File: config.mk
export PLATFORM = sky130hd
export DESIGN_NAME = async_serial_receiver_drift
export DESIGN_NICKNAME = d
export VERILOG_FILES = /design/src/design/async_serial_pkg.sv /design/src/design/serial_fifo.sv /design/src/design/async_serial_receiver_drift.sv
export VERILOG_INCLUDE_DIRS = /design/src /design/src/design
export SDC_FILE = /design/constraint.sdc
export NUM_CORES = 1
export LEC_CHECK = 0
export BUFFER_PORTS_ARGS = -buffer_cell sky130_fd_sc_hd__buf_2
export CAP_MARGIN = 20
export CORE_MARGIN = 5
export CORE_UTILIZATION = 24
export DETAILED_ROUTE_END_ITERATION = 8
export PLACE_DENSITY_LB_ADDON = 0.1
export SYNTH_ARGS = -nofsm -noshare
export SYNTH_HDL_FRONTEND = slang
export SYNTH_SLANG_ARGS = --single-unit
File: constraint.sdc
create_clock -name clk_in -period 6.4 [get_ports clk_in]
set_input_delay 1.28 -clock clk_in [delete_from_list [all_inputs] [get_ports clk_in]]
set_output_delay 1.28 -clock clk_in [all_outputs]
set_load 0.01 [all_outputs]
File: src/design/async_serial_rx_cfg.svh
// Purpose: Offsets, field positions, reset values and counts of the receiver.
// Assumes: Avalon-MM byte addresses, one 32-bit word per register.
// Notes:   Definitions only; included by bare name.
`ifndef ASYNC_SERIAL_RX_CFG_SVH
`define ASYNC_SERIAL_RX_CFG_SVH

// ==========================================================================
// Register offsets
`define OFS_MODE      5'h00
`define OFS_DIV       5'h04
`define OFS_LINE      5'h08
`define OFS_STAT      5'h0C
`define OFS_DATA      5'h10

// ==========================================================================
// Field positions
`define MODE_RXEN     0
`define MODE_SYNC     1
`define MODE_SC       2
`define MODE_OVER     3
`define MODE_CHAR_LENGTH_LO  4
`define MODE_CHAR_LENGTH_HI  5
`define MODE_NINE     6
`define MODE_HIGH_BIT_FIRST     7
`define MODE_PAR_LO   8
`define MODE_PAR_HI   10
`define STAT_OVR      8
`define DATA_VALID    31

// ==========================================================================
// Reset values
`define MODE_RST      11'h000
`define DIV_RST       16'h0000
`define RATIO_RST     11'h010
`define DRIFT_RST     1'b0

// ==========================================================================
// Oversampling ratios and drift windows, in oversampling ticks
`define OS_X16        12'h010
`define OS_X8         12'h008
`define OS_X1         12'h001
`define OS_MIN_SC     12'h002
`define EARLY_LO      12'h003
`define EARLY_HI      12'h005
`define JIT_LO        12'h006
`define JIT_HI        12'h008
`define LATE_LO       12'h009
`define LATE_HI       12'h00A

// ==========================================================================
// Parity encodings
`define PAR_EVEN      3'h0
`define PAR_ODD       3'h1
`define PAR_SPACE     3'h2
`define PAR_MARK      3'h3

// ==========================================================================
// Receive buffer shape
`define FIFO_WIDTH    11
`define FIFO_DEPTH    8

`endif

File: src/design/async_serial_pkg.sv
// Purpose: Types shared by the receiver files.
// Assumes: Nothing beyond the configuration header.
// Notes:   Types only; all numbers live in the header.
package async_serial_pkg;

  // ========================================================================
  // Receiver states
  typedef enum logic [1:0] {
    RX_IDLE   = 2'b00,
    RX_DATA   = 2'b01,
    RX_PARITY = 2'b10,
    RX_STOP   = 2'b11
  } rx_state_t;

  // ========================================================================
  // Bit period correction
  typedef enum logic [1:0] {
    ADJ_NONE  = 2'b00,
    ADJ_SHORT = 2'b01,
    ADJ_LONG  = 2'b10
  } adj_t;

endpackage

File: src/design/serial_fifo.sv
// Purpose: Flip-flop FIFO with valid and ready on both sides.
// Assumes: One clock, asynchronous active-high reset.
// Notes:   Simultaneous push and pop on a full FIFO is refused at the push.
`timescale 1ns/1ps
module serial_fifo #(
  parameter int WIDTH = 11,
  parameter int DEPTH = 8
) (
  input  wire logic                     clk_in,
  input  wire logic                     rst_in,
  input  wire logic                     in_valid_in,
  input  wire logic [WIDTH-1:0]         in_data_in,
  output logic                          in_ready_out,
  output logic                          out_valid_out,
  output logic [WIDTH-1:0]              out_data_out,
  input  wire logic                     out_ready_in,
  output logic [$clog2(DEPTH):0]        count_out
);
  localparam int AW = $clog2(DEPTH);

  logic [WIDTH-1:0] mem_ff [DEPTH];
  logic [AW-1:0]    wr_ptr_ff;
  logic [AW-1:0]    rd_ptr_ff;
  logic [AW:0]      count_ff;
  logic             push;
  logic             pop;

  // Full and empty come straight from the occupancy count.
  assign in_ready_out  = (count_ff != DEPTH[AW:0]);
  assign out_valid_out = (count_ff != '0);
  assign out_data_out  = mem_ff[rd_ptr_ff];
  assign count_out     = count_ff;
  assign push          = in_valid_in & in_ready_out;
  assign pop           = out_ready_in & out_valid_out;

  // Storage is written only on an accepted push.
  always_ff @(posedge clk_in) begin
    if (push) begin
      mem_ff[wr_ptr_ff] <= in_data_in;
    end
  end

  // Pointers wrap at the depth, which is a power of two.
  always_ff @(posedge clk_in or posedge rst_in) begin
    if (rst_in) begin
      wr_ptr_ff <= '0;
      rd_ptr_ff <= '0;
      count_ff  <= '0;
    end else begin
      if (push) wr_ptr_ff <= wr_ptr_ff + 1'b1;
      if (pop) rd_ptr_ff <= rd_ptr_ff + 1'b1;
      if (push && !pop) count_ff <= count_ff + 1'b1;
      else if (pop && !push) count_ff <= count_ff - 1'b1;
    end
  end
endmodule

File: src/design/async_serial_receiver_drift.sv
// Purpose: Oversampling serial receiver with bit drift correction.
// Assumes: rx_in is synchronous to clk_in; Avalon-MM slave, byte addresses.
// Notes:   Characters land in an 8-word FIFO; a full FIFO drops them.
// Operation
// - Drift correction works only with 16x asynchronous oversampling.
// - Drift correction works only while software has set its enable bit.
// - An edge within one tick of where it is expected changes nothing.
// - An edge four to two ticks early shortens the current bit by one tick.
// - An edge two to three ticks late lengthens the current bit by one tick.
// - Asynchronous mode oversamples the line 16 or 8 times per bit.
// - A start is a half-bit of low, then each later bit is sampled in turn.
// - At 16x a start is the eighth low sample and a bit is 16 ticks.
// - At 8x a start is the fourth low sample and a bit is 8 ticks.
// - Length, ninth bit, bit order and parity come from the mode fields.
// - A divisor of zero stops the baud clock and all sampling.
// - Other divisors give clock over divisor times 16, 8, 1 or card ratio.
//
// Local design decisions: the Avalon-MM slave port and the address map.
`timescale 1ns/1ps
`include "async_serial_rx_cfg.svh"
module async_serial_receiver_drift (
  input  wire logic        clk_in,
  input  wire logic        rst_in,
  input  wire logic [4:0]  avs_address_in,
  input  wire logic        avs_read_in,
  input  wire logic        avs_write_in,
  input  wire logic [31:0] avs_writedata_in,
  input  wire logic [3:0]  avs_byteenable_in,
  output logic [31:0]      avs_readdata_out,
  output logic             avs_waitrequest_out,
  input  wire logic        rx_in,
  output logic             rx_busy_out
);
  // ========================================================================
  // Declarations
  logic [10:0]                 mode_ff;
  logic [15:0]                 baud_divisor_ff;
  logic [10:0]                 smartcard_rate_ratio_ff;
  logic                        drift_enable_ff;
  logic                        overrun_ff;
  logic                        resp_ff;
  logic [31:0]                 rdata_ff;
  logic [15:0]                 div_cnt_ff;
  logic                        os_tick_ff;
  async_serial_pkg::rx_state_t state_ff;
  async_serial_pkg::adj_t      adj_ff;
  logic [11:0]                 phase_ff;
  logic [11:0]                 low_cnt_ff;
  logic [3:0]                  bit_idx_ff;
  logic [8:0]                  data_ff;
  logic                        par_acc_ff;
  logic                        par_err_ff;
  logic                        rx_prev_ff;
  logic                        push_ff;
  logic [10:0]                 push_data_ff;
  logic                        req;
  logic                        acc;
  logic                        wr_acc;
  logic                        rd_acc;
  logic [31:0]                 rd_word;
  logic [31:0]                 merged;
  logic                        rx_enable;
  logic                        sync_mode;
  logic                        smartcard_mode;
  logic                        over_sel;
  logic [1:0]                  char_length;
  logic                        ninth_bit_enable;
  logic                        high_bit_first;
  logic [2:0]                  parity_type;
  logic [11:0]                 n_os;
  logic [11:0]                 start_need;
  logic [11:0]                 last_phase;
  logic [3:0]                  nbits;
  logic [3:0]                  bit_pos;
  logic                        drift_on;
  logic                        sample;
  logic                        edge_hit;
  logic                        stop_done;
  logic                        par_exp;
  logic                        fifo_in_ready;
  logic                        fifo_out_valid;
  logic [10:0]                 fifo_out_data;
  logic [3:0]                  fifo_count;

  // ========================================================================
  // Functions

  // Oversampling ticks per bit for the current mode.
  function automatic logic [11:0] os_ratio(input logic        sync,
                                           input logic        sc,
                                           input logic        over,
                                           input logic [10:0] ratio);
    if (sc) begin
      os_ratio = (ratio < 11'h002) ? `OS_MIN_SC : {1'b0, ratio};
    end else if (sync) begin
      os_ratio = `OS_X1;
    end else if (over) begin
      os_ratio = `OS_X8;
    end else begin
      os_ratio = `OS_X16;
    end
  endfunction

  // Number of data bits per character.
  function automatic logic [3:0] data_bits(input logic [1:0] len,
                                           input logic       nine);
    data_bits = nine ? 4'h9 : (4'h5 + {2'b00, len});
  endfunction

  // Byte-lane merge of a write into the current register word.
  function automatic logic [31:0] apply_be(input logic [31:0] old,
                                           input logic [31:0] wdat,
                                           input logic [3:0]  be);
    apply_be = old;
    for (int i = 0; i < 4; i++) begin
      if (be[i]) apply_be[i*8 +: 8] = wdat[i*8 +: 8];
    end
  endfunction

  // ========================================================================
  // Mode decode
  assign rx_enable        = mode_ff[`MODE_RXEN];
  assign sync_mode        = mode_ff[`MODE_SYNC];
  assign smartcard_mode   = mode_ff[`MODE_SC];
  assign over_sel         = mode_ff[`MODE_OVER];
  assign char_length      = mode_ff[`MODE_CHAR_LENGTH_HI:`MODE_CHAR_LENGTH_LO];
  assign ninth_bit_enable = mode_ff[`MODE_NINE];
  assign high_bit_first   = mode_ff[`MODE_HIGH_BIT_FIRST];
  assign parity_type      = mode_ff[`MODE_PAR_HI:`MODE_PAR_LO];
  assign n_os             = os_ratio(sync_mode, smartcard_mode, over_sel,
                                     smartcard_rate_ratio_ff);
  assign start_need       = (n_os < 12'h002) ? 12'h001 : (n_os >> 1);
  assign nbits            = data_bits(char_length, ninth_bit_enable);
  assign bit_pos          = high_bit_first ? (nbits - 4'h1 - bit_idx_ff)
                                           : bit_idx_ff;
  assign drift_on         = drift_enable_ff & ~sync_mode
                            & ~smartcard_mode & ~over_sel;
  assign rx_busy_out      = (state_ff != async_serial_pkg::RX_IDLE);

  // ========================================================================
  // Avalon slave: one wait state, then the answer.
  // A request always sees one waitrequest cycle, so read data can be
  // registered before the master samples it.
  assign req                 = avs_read_in | avs_write_in;
  assign acc                 = req & resp_ff;
  assign wr_acc              = acc & avs_write_in;
  assign rd_acc              = acc & avs_read_in;
  assign avs_waitrequest_out = req & ~resp_ff;
  assign avs_readdata_out    = rdata_ff;
  assign merged = apply_be(rd_word, avs_writedata_in, avs_byteenable_in);

  // Read-back of every register; unmapped offsets read as zero.
  always_comb begin
    case (avs_address_in)
      `OFS_MODE: rd_word = {21'h000000, mode_ff};
      `OFS_DIV:  rd_word = {5'h00, smartcard_rate_ratio_ff, baud_divisor_ff};
      `OFS_LINE: rd_word = {31'h00000000, drift_enable_ff};
      `OFS_STAT: rd_word = {22'h000000, rx_busy_out, overrun_ff,
                            4'h0, fifo_count};
      `OFS_DATA: rd_word = {fifo_out_valid, 20'h00000, fifo_out_data};
      default:   rd_word = 32'h00000000;
    endcase
  end

  // Response timing and registered read data.
  always_ff @(posedge clk_in or posedge rst_in) begin
    if (rst_in) begin
      resp_ff  <= 1'b0;
      rdata_ff <= 32'h00000000;
    end else begin
      resp_ff <= req & ~resp_ff;
      if (req && !resp_ff) rdata_ff <= rd_word;
    end
  end

  // Configuration registers, written at the accepting edge only.
  always_ff @(posedge clk_in or posedge rst_in) begin
    if (rst_in) begin
      mode_ff                 <= `MODE_RST;
      baud_divisor_ff         <= `DIV_RST;
      smartcard_rate_ratio_ff <= `RATIO_RST;
      drift_enable_ff         <= `DRIFT_RST;
    end else if (wr_acc) begin
      case (avs_address_in)
        `OFS_MODE: mode_ff <= merged[10:0];
        `OFS_DIV: begin
          baud_divisor_ff         <= merged[15:0];
          smartcard_rate_ratio_ff <= merged[26:16];
        end
        `OFS_LINE: drift_enable_ff <= merged[0];
        default: ;
      endcase
    end
  end

  // Overrun flag: a dropped character wins over a clear in the same cycle.
  always_ff @(posedge clk_in or posedge rst_in) begin
    if (rst_in) begin
      overrun_ff <= 1'b0;
    end else if (stop_done && !fifo_in_ready) begin
      overrun_ff <= 1'b1;
    end else if (wr_acc && avs_address_in == `OFS_STAT &&
                 avs_byteenable_in[1] && avs_writedata_in[`STAT_OVR]) begin
      overrun_ff <= 1'b0;
    end
  end

  // ========================================================================
  // Baud divider: one oversampling tick every baud_divisor clocks.
  always_ff @(posedge clk_in or posedge rst_in) begin
    if (rst_in) begin
      div_cnt_ff <= 16'h0000;
      os_tick_ff <= 1'b0;
    end else if (baud_divisor_ff == 16'h0000) begin
      div_cnt_ff <= 16'h0000;
      os_tick_ff <= 1'b0;
    end else if (div_cnt_ff >= baud_divisor_ff - 16'h0001) begin
      div_cnt_ff <= 16'h0000;
      os_tick_ff <= 1'b1;
    end else begin
      div_cnt_ff <= div_cnt_ff + 16'h0001;
      os_tick_ff <= 1'b0;
    end
  end

  // ========================================================================
  // Bit timing and drift correction.
  // The expected edge lies half a bit after each sampling point.
  always_comb begin
    case (adj_ff)
      async_serial_pkg::ADJ_SHORT: last_phase = n_os - 12'h002;
      async_serial_pkg::ADJ_LONG:  last_phase = n_os;
      default:                     last_phase = n_os - 12'h001;
    endcase
  end

  assign sample    = os_tick_ff & rx_busy_out & (phase_ff == last_phase);
  assign edge_hit  = os_tick_ff & rx_busy_out & (rx_in != rx_prev_ff);
  assign stop_done = sample & (state_ff == async_serial_pkg::RX_STOP);

  // Only one correction per bit; it is dropped at each sampling point.
  always_ff @(posedge clk_in or posedge rst_in) begin
    if (rst_in) begin
      adj_ff <= async_serial_pkg::ADJ_NONE;
    end else if (sample || !rx_busy_out || !drift_on) begin
      adj_ff <= async_serial_pkg::ADJ_NONE;
    end else if (edge_hit && adj_ff == async_serial_pkg::ADJ_NONE) begin
      if (phase_ff >= `EARLY_LO && phase_ff <= `EARLY_HI) begin
        adj_ff <= async_serial_pkg::ADJ_SHORT;
      end else if (phase_ff >= `LATE_LO && phase_ff <= `LATE_HI) begin
        adj_ff <= async_serial_pkg::ADJ_LONG;
      end
    end
  end

  // Previous line level, taken on each oversampling tick.
  always_ff @(posedge clk_in or posedge rst_in) begin
    if (rst_in) begin
      rx_prev_ff <= 1'b1;
    end else if (os_tick_ff) begin
      rx_prev_ff <= rx_in;
    end
  end

  // ========================================================================
  // Character state machine.
  always_comb begin
    case (parity_type)
      `PAR_EVEN:  par_exp = par_acc_ff;
      `PAR_ODD:   par_exp = ~par_acc_ff;
      `PAR_SPACE: par_exp = 1'b0;
      `PAR_MARK:  par_exp = 1'b1;
      default:    par_exp = 1'b0;
    endcase
  end

  always_ff @(posedge clk_in or posedge rst_in) begin
    if (rst_in) begin
      state_ff   <= async_serial_pkg::RX_IDLE;
      phase_ff   <= 12'h000;
      low_cnt_ff <= 12'h000;
      bit_idx_ff <= 4'h0;
      data_ff    <= 9'h000;
      par_acc_ff <= 1'b0;
      par_err_ff <= 1'b0;
    end else if (!rx_enable) begin
      state_ff   <= async_serial_pkg::RX_IDLE;
      low_cnt_ff <= 12'h000;
    end else if (os_tick_ff) begin
      phase_ff <= (phase_ff == last_phase) ? 12'h000 : phase_ff + 12'h001;
      case (state_ff)
        async_serial_pkg::RX_IDLE: begin
          phase_ff <= 12'h000;
          if (rx_in) begin
            low_cnt_ff <= 12'h000;
          end else if (low_cnt_ff == start_need - 12'h001) begin
            state_ff   <= async_serial_pkg::RX_DATA;
            low_cnt_ff <= 12'h000;
            bit_idx_ff <= 4'h0;
            data_ff    <= 9'h000;
            par_acc_ff <= 1'b0;
            par_err_ff <= 1'b0;
          end else begin
            low_cnt_ff <= low_cnt_ff + 12'h001;
          end
        end
        async_serial_pkg::RX_DATA: begin
          if (sample) begin
            data_ff[bit_pos] <= rx_in;
            par_acc_ff       <= par_acc_ff ^ rx_in;
            bit_idx_ff       <= bit_idx_ff + 4'h1;
            if (bit_idx_ff == nbits - 4'h1) begin
              state_ff <= parity_type[2] ? async_serial_pkg::RX_STOP
                                         : async_serial_pkg::RX_PARITY;
            end
          end
        end
        async_serial_pkg::RX_PARITY: begin
          if (sample) begin
            par_err_ff <= (rx_in != par_exp);
            state_ff   <= async_serial_pkg::RX_STOP;
          end
        end
        async_serial_pkg::RX_STOP: begin
          if (sample) state_ff <= async_serial_pkg::RX_IDLE;
        end
        default: state_ff <= async_serial_pkg::RX_IDLE;
      endcase
    end
  end

  // Finished character into the FIFO; framing error is a low stop bit.
  always_ff @(posedge clk_in or posedge rst_in) begin
    if (rst_in) begin
      push_ff      <= 1'b0;
      push_data_ff <= 11'h000;
    end else begin
      push_ff <= stop_done & fifo_in_ready;
      if (stop_done) push_data_ff <= {~rx_in, par_err_ff, data_ff};
    end
  end

  // ========================================================================
  // Receive buffer; a read of the data register pops a valid word.
  serial_fifo #(
    .WIDTH (`FIFO_WIDTH),
    .DEPTH (`FIFO_DEPTH)
  ) u_fifo (
    .clk_in        (clk_in),
    .rst_in        (rst_in),
    .in_valid_in   (push_ff),
    .in_data_in    (push_data_ff),
    .in_ready_out  (fifo_in_ready),
    .out_valid_out (fifo_out_valid),
    .out_data_out  (fifo_out_data),
    .out_ready_in  (rd_acc && avs_address_in == `OFS_DATA &&
                    rdata_ff[`DATA_VALID]),
    .count_out     (fifo_count)
  );
endmodule

==> results.py, run 1 <==
metrics = {
    "timing": {
        "fmax_ghz": 0.1850,
        "max_slew_margin": 0.3686,
        "period_share": 0.8448,
        "rsz0062_at_grt": "false",
        "finalHoldViolations": 0,
        "setup_viol": 0,
        "fin_tns_setup_ps": 0,
        "slew_violations": 0,
        "clock_skew_ps": 9.802,
        "max_slew.worst_pin.slew_ps": 947.1,
        "finalCriticalPeriod_ps": 5407,
    },
    "min_path": {
        "worstHoldStart": "avs_readdata_out[19]",
        "holdPathEnd": "avs_readdata_out[19]",
        "min_path_type": "reg2reg",
        "hold_depth": 2,
    },
    "critical_path": {
        "worstReg2RegEnd": "data_ff[8]",
        "crit_start": "smartcard_rate_ratio_ff[9]",
        "critical_path.max_stage_delay_ps": 650,
        "path_buf_inv": 1,
        "reg2reg_from": "smartcard_rate_ratio_ff[9]",
        "end_kind": "register",
        "slowest_stage": "nor4_4",
        "critical_path_arrival_ps": 5860,
        "required_ps": 6860,
        "crit_fanout": 14,
        "start_kind": "register",
        "ff2ff_path_depth": 13,
        "r2r_setup_slack_ps": 990,
        "worstPathCellList": "nor4_4 > a41o_2 > ha_1 > or4b_2 > o31ai_1 > xnor2_1 > o32a_1 > o2111ai_1 > nor4b_2 > and4bb_1 > buf_4 > nand4_1 > mux2_2",
        "cpLargestDelayFamily": "simple AND/OR/NAND/NOR gates",
        "criticalPathCategory": "reg2reg",
    },
    "clock_tree": {
        "postCtsSetupRepairBufs": 0,
        "cts.sinks": 240,
        "cts_htree_levels": 1,
        "worstSkewPairLatency_ps": 580,
        "cts_buffer_depth": 3,
        "clk_pin_slew_ps": 60,
        "holdBufCountCts": 0,
        "cts_buffers": 30,
        "clk_root_buffer_cell": "clkbuf_16",
        "cts_tree": "built",
        "ctsResizeCount": 0,
    },
    "synth": {
        "syn-instance-count": 1318,
        "yosys-top-cells-area": "dfrtp_1 (27%), edfxtp_1 (19%), mux2_2 (4.5%), ha_1 (4.1%), nand2_1 (3.9%)",
        "synth-seq-cells": 240,
        "async_reset_ff_frac": 0.6333,
        "ys_types": 98,
        "syn_area_per_cell_um2": 10.53,
        "yosysWarningCount": 0,
        "yosysSeqAreaShare": 0.4645,
        "yosysTopAreaCellShare": 0.2704,
        "synth_largest_area_cell": "dfrtp_1",
        "netlist_area_um2": 13880,
        "synthFlopType": "dfrtp_1",
        "synth_edf_count": 88,
    },
    "detailed_routing": {
        "drtAntennaViolNets": 0,
        "drtIter0Drc": 631,
        "vias": 10440,
        "drc": 0,
        "viasPerCell": 4.854,
        "dr.pass1.iters": 5,
        "wl_per_cell_um": 20.02,
        "wl_mm": 43.06,
    },
    "placed_design": {
        "placed_area_um2": 15050,
        "gp_congestion": 0.8115,
        "post-dp-hpwl_mm": 30.27,
        "io_buffers": 70,
        "place_inst": 2095,
    },
    "power_and_ir_drop": {
        "p_int_w": 0.002874,
        "p_comb_frac": 0.152,
        "power_w": 0.004023,
        "p_sw_w": 0.001150,
        "swShare": 0.2858,
        "seq_power_share": 0.436,
        "power.density_nw_per_um2": 251.4,
        "clkPwrFrac": 0.412,
        "leakagePower_nw": 6.292,
        "vdd_ir_drop_max_v": 0.0002042,
    },
    "final_layout": {
        "fin_area_um2": 16000,
        "stdcell_count": 2151,
        "syn_to_final_growth_pct": 15.27,
        "drive_gt1_frac": 0.2006,
        "layout_common_cells": "dfrtp_1 (149), nand2_1 (145), edfxtp_1 (88), nor2_1 (79), o21ai_0 (77)",
        "n_antenna_cell": 0,
        "nets": 1455,
        "final_common_cell": "dfrtp_1",
    },
    "die": {
        "rows": 88,
        "core-area_um2": 57480,
        "fp.dieW_um": 250.5,
        "initial_core_util": 0.2416,
        "pin_count": 80,
        "dieArea_um2": 62760,
        "die_h_um": 250.5,
    },
    "global_route": {
        "grt_remaining_overflow": 0,
        "antenna_found_initial": 1,
        "grt_usage": 0.1342,
        "grt_pass1_vias": 10560,
        "grt_max_degree": 58,
        "grt_pass1_wl_mm": 66.72,
    },
    "status": {
        "outcome": "finished clean",
    },
    "flow_run": {
        "drv_cap": 0,
    },
}
[metal layers]
metal | share of wire | routed length (um) | track usage
met5 | 0.00026 | 11 | 0
met4 | 0.018 | 757 | 0.02900
met3 | 0.044 | 1885 | 0.02056
met2 | 0.45 | 19240 | 0.2106
met1 | 0.49 | 21160 | 0.1965
[how the worst max path moves through the flow]
stage / endpoint / slack, ps / cells past startpoint
finish: data_ff[8] / 990 / 13
global route: data_ff[8] / 660 / 13
CTS: data_ff[8] / 1000 / 13
detailed placement: data_ff[8] / 1030 / 13
global placement: data_ff[8] / 1010 / 13
floorplan: adj_ff[0] / 1030 / 1
[per-stage QoR]
step	worst slack (ps)	utilization	hold slack [ps]
6_report	993.2	0.2784	456.9
5_1_grt	659.5	0.2784	480.4
4_1_cts	997.8	0.2784	464.8
3_5_place_dp	1027	0.2618	451.1
3_3_place_gp	1009	0.2616	446.7
2_1_floorplan	1030	-	438.4
[cell usage after synthesis (all sizes together), types with 5 or more instances]
| library cell | count |
|---|---|
| o22ai | 9 |
| nand4 | 16 |
| or4 | 11 |
| nor4b | 6 |
| mux2 | 68 |
| clkbuf | 58 |
| a21o | 16 |
| nand3b | 5 |
| nand2b | 23 |
| mux2i | 8 |
| xor2 | 23 |
| nor3b | 14 |
| nor4 | 15 |
| xnor2 | 39 |
| a21oi | 37 |
| inv | 39 |
| o21ai | 79 |
| a211o | 7 |
| nor2 | 79 |
| a222oi | 11 |
| o211ai | 7 |
| and2 | 6 |
| nand2 | 146 |
| nor3 | 36 |
| nor2b | 17 |
| buf | 31 |
| edfxtp | 88 |
| o31ai | 9 |
| ha | 45 |
| dfrtp | 150 |
| a311oi | 7 |
| o21a | 6 |
| and3 | 17 |
| nand3 | 65 |
| a211oi | 12 |
| or2 | 9 |
| mux4 | 22 |
[sequential cells by signal, indices dropped and copies added, names as in the netlist, 2 cells and up]
register	flops
u_fifo.wr_ptr_ff	3
u_fifo.count_out	4
baud_divisor_ff	16
phase_ff	12
u_fifo.rd_ptr_ff	3
bit_idx_ff	4
adj_ff	2
push_data_ff	11
state_ff	2
data_ff	9
mode_ff	11
avs_readdata_out	28
div_cnt_ff	16
smartcard_rate_ratio_ff	11
u_fifo.mem_ff	88
low_cnt_ff	12
[worst register-to-register path: cells and delay by family, from the launching register on]
family	cells	cell delay, ps
buf+inv	1	270
xor+xnor	1	210
mux	1	300
fa+ha+maj	1	400
compound gates	4	1010
simple gates	5	2460
flops	1	630
[cell type report]
type	count	area, um^2
repair buffers	98	560.5
multi-input cells	953	6927
flip-flops and latches	240	6450
well taps	765	957.2
inverters	39	151.4
clock inverters	10	126.4
fillers	6075	41470
clock buffers	46	830.8
[power groups by stage]
stage          clock [W]  combinational, W  sequential, W
3_5_place_dp           0          0.000616        0.00178
5_1_grt          0.00179          0.000699        0.00176
3_3_place_gp           0          0.000609        0.00178
2_1_floorplan          0          0.000467        0.00173
4_1_cts          0.00173          0.000620        0.00176
6_report         0.00166          0.000611        0.00175
[cells by family (layout without fill, tap and decap cells)]
group | Yosys count | count (layout) | synth area share
AOI/OAI and AO/OA | 255 | 255 | 0.1286
xor gates and xnor gates | 62 | 62 | 0.03911
adders and majority gates | 47 | 47 | 0.04344
buffers and inverters | 128 | 193 | 0.04010
DFF | 240 | 240 | 0.4645
muxes | 98 | 98 | 0.09959
other | 1 | 4 | 0.0002701
and+or+nand+nor | 487 | 487 | 0.1844
Power figures use the tool's default switching activity.
==> inputs of run 2 (changes only) <==
==> constraint.sdc (replaced) <==
create_clock -name clk_in -period 5.32 [get_ports clk_in]
set_input_delay 1.064 -clock clk_in [delete_from_list [all_inputs] [get_ports clk_in]]
set_output_delay 1.064 -clock clk_in [all_outputs]
set_load 0.01 [all_outputs]
==> run 2 against run 1 <==
Net effect:
- sequential power up 19%
- die area unchanged
- flip-flop and latch count did not move
- total power increased by 17%
- clock power rose by 11%
- largest cell class unchanged
- via count about the same
- non-clock buffer count grew 14
- maximum frequency rose by 13%
- highest routed layer unchanged
==> results.py, run 2 (synthesis results as in run 1) <==
metrics = {
    "timing": {
        "clock_skew_ps": 13.45,
        "setup_viol": 0,
        "slew_violations": 0,
        "max_slew_margin": 0.3083,
        "rsz0062_at_grt": "false",
        "max_slew.worst_pin.slew_ps": 1025,
        "finalCriticalPeriod_ps": 4798,
        "period_share": 0.9020,
        "fin_tns_setup_ps": 0,
        "fmax_ghz": 0.2084,
        "timing.hold.ws_ps": 460.7,
        "finalHoldViolations": 0,
    },
    "placed_design": {
        "post-dp-hpwl_mm": 30.65,
        "placed_area_um2": 15150,
        "gp_congestion": 0.8035,
        "place_inst": 2109,
        "io_buffers": 70,
    },
    "clock_tree": {
        "ctsResizeCount": 0,
        "cts_tree": "built",
        "cts.sinks": 240,
        "cts_buffers": 28,
        "cts_buffer_depth": 3,
        "clk_root_buffer_cell": "clkbuf_16",
        "holdBufCountCts": 0,
        "cts_htree_levels": 1,
        "postCtsSetupRepairBufs": 0,
        "worstSkewPairLatency_ps": 580,
        "clk_pin_slew_ps": 60,
    },
    "die": {
        "fp.dieW_um": 250.5,
        "initial_core_util": 0.2416,
        "pin_count": 80,
        "dieArea_um2": 62760,
        "rows": 88,
        "die_h_um": 250.5,
        "core-area_um2": 57480,
    },
    "final_layout": {
        "layout_common_cells": "dfrtp_1 (149), nand2_1 (145), edfxtp_1 (88), nor2_1 (79), o21ai_0 (77)",
        "stdcell_count": 2161,
        "final_common_cell": "dfrtp_1",
        "largest_reg_flops": 88,
        "fin_area_um2": 16020,
        "fillerInstances": 6055,
        "nets": 1467,
        "n_antenna_cell": 0,
        "drive_gt1_frac": 0.2092,
        "syn_to_final_growth_pct": 15.41,
        "regMostFlops": "u_fifo.mem_ff",
    },
    "detailed_routing": {
        "drtAntennaViolNets": 0,
        "dr_wl_met3_mm": 1.718,
        "drtIter0Drc": 753,
        "dr.pass1.iters": 5,
        "vias": 10440,
        "drc": 0,
        "wl_per_cell_um": 19.85,
        "highest_layer": "met5",
        "m1WireLength_mm": 21.39,
        "wl_mm": 42.89,
        "viasPerCell": 4.829,
        "wl_met2_mm": 19.08,
    },
    "power_and_ir_drop": {
        "vdd_ir_drop_max_v": 0.0002439,
        "leakagePower_nw": 6.333,
        "power_w": 0.004706,
        "power.density_nw_per_um2": 293.7,
    },
    "global_route": {
        "grt_remaining_overflow": 0,
        "grt_max_degree": 82,
        "grt_pass1_vias": 10380,
        "grt_usage": 0.1336,
        "antenna_found_initial": 1,
        "grt_pass1_wl_mm": 66.14,
    },
    "critical_path": {
        "end_kind": "register",
        "start_kind": "register",
        "crit_fanout": 10,
        "required_ps": 5780,
        "critical_path_arrival_ps": 5260,
        "criticalPathCategory": "reg2reg",
    },
    "min_path": {
        "min_path_type": "reg2reg",
    },
    "status": {
        "outcome": "finished clean",
    },
    "flow_run": {
        "drv_cap": 0,
    },
}
run 2: cell count changes in the layout (fill, tap and decap cells not counted):
cell       change
buf_4         +14
clkbuf_1       -7
clkinv_1       +3
clkinv_2       +3
clkbuf_16      -2
bufinv_16      -1
clkbuf_8       -1
inv_6          +1
run 2: area by class of cell:
type	instances	area [um^2]	share of cell area
well taps	765	957.2	0.05974
repair buffers	112	665.6	0.04154
clock inverters	16	131.4	0.008199
clock buffers	36	740.7	0.04623
inverters	39	151.4	0.009449
multi-input cells	953	6927	0.4323
flip-flops and latches	240	6450	0.4025
run 2: final timing paths:
| path | from | endpoint | slack [ps] | cells after the start |
|---|---|---|---|---|
| max in group asynchronous | rst_in | phase_ff[1] | 3570 | 3 |
| setup reg to reg | smartcard_rate_ratio_ff[9] | data_ff[8] | 520 | 15 |
| min in group asynchronous | rst_in | avs_readdata_out[24] | 620 | 2 |
| setup / recovery | smartcard_rate_ratio_ff[9] | data_ff[8] | 520 | 15 |
| hold reg to reg | avs_readdata_out[24] | avs_readdata_out[24] | 460 | 2 |
| hold / removal | avs_readdata_out[24] | avs_readdata_out[24] | 460 | 2 |
run 2: per-layer routing:
metal  global-route usage  vias to the layer above
li1                     -                     4987
met1               0.1997                     5206
met2               0.2072                      197
met3              0.01765                       43
met4              0.02838                        2
met5                    0                        -
run 2: per-stage QoR:
stage	setup WS (ps)	utilization
final	521.6	0.2788
after global routing	253.7	0.2788
after CTS	487.2	0.2788
after detailed placement	492.9	0.2636
after global placement	588.2	0.2636
after floorplan	166.2	-
run 2: worst max-delay path, cell delays in order (launching register included):
cell and delay [ps]:
dfrtp_1 370, or4_1 690, nor3_1 310, o21ai_0 210
ha_1 360, buf_4 180, and4b_1 170, a311oi_1 400
xnor2_1 200, nand3_1 100, nor4b_1 330, nor4b_2 330
and4bb_1 400, buf_4 240, nand4_1 110, mux2_2 310
run 2: where the power goes:
part	internal (W)	total, W	switching, W
Combinational	0.000317	0.000775	0.000458
Clock	0.00104	0.00185	0.000810
Sequential	0.00198	0.00209	0.000108
Total	0.00333	0.00471	0.00138
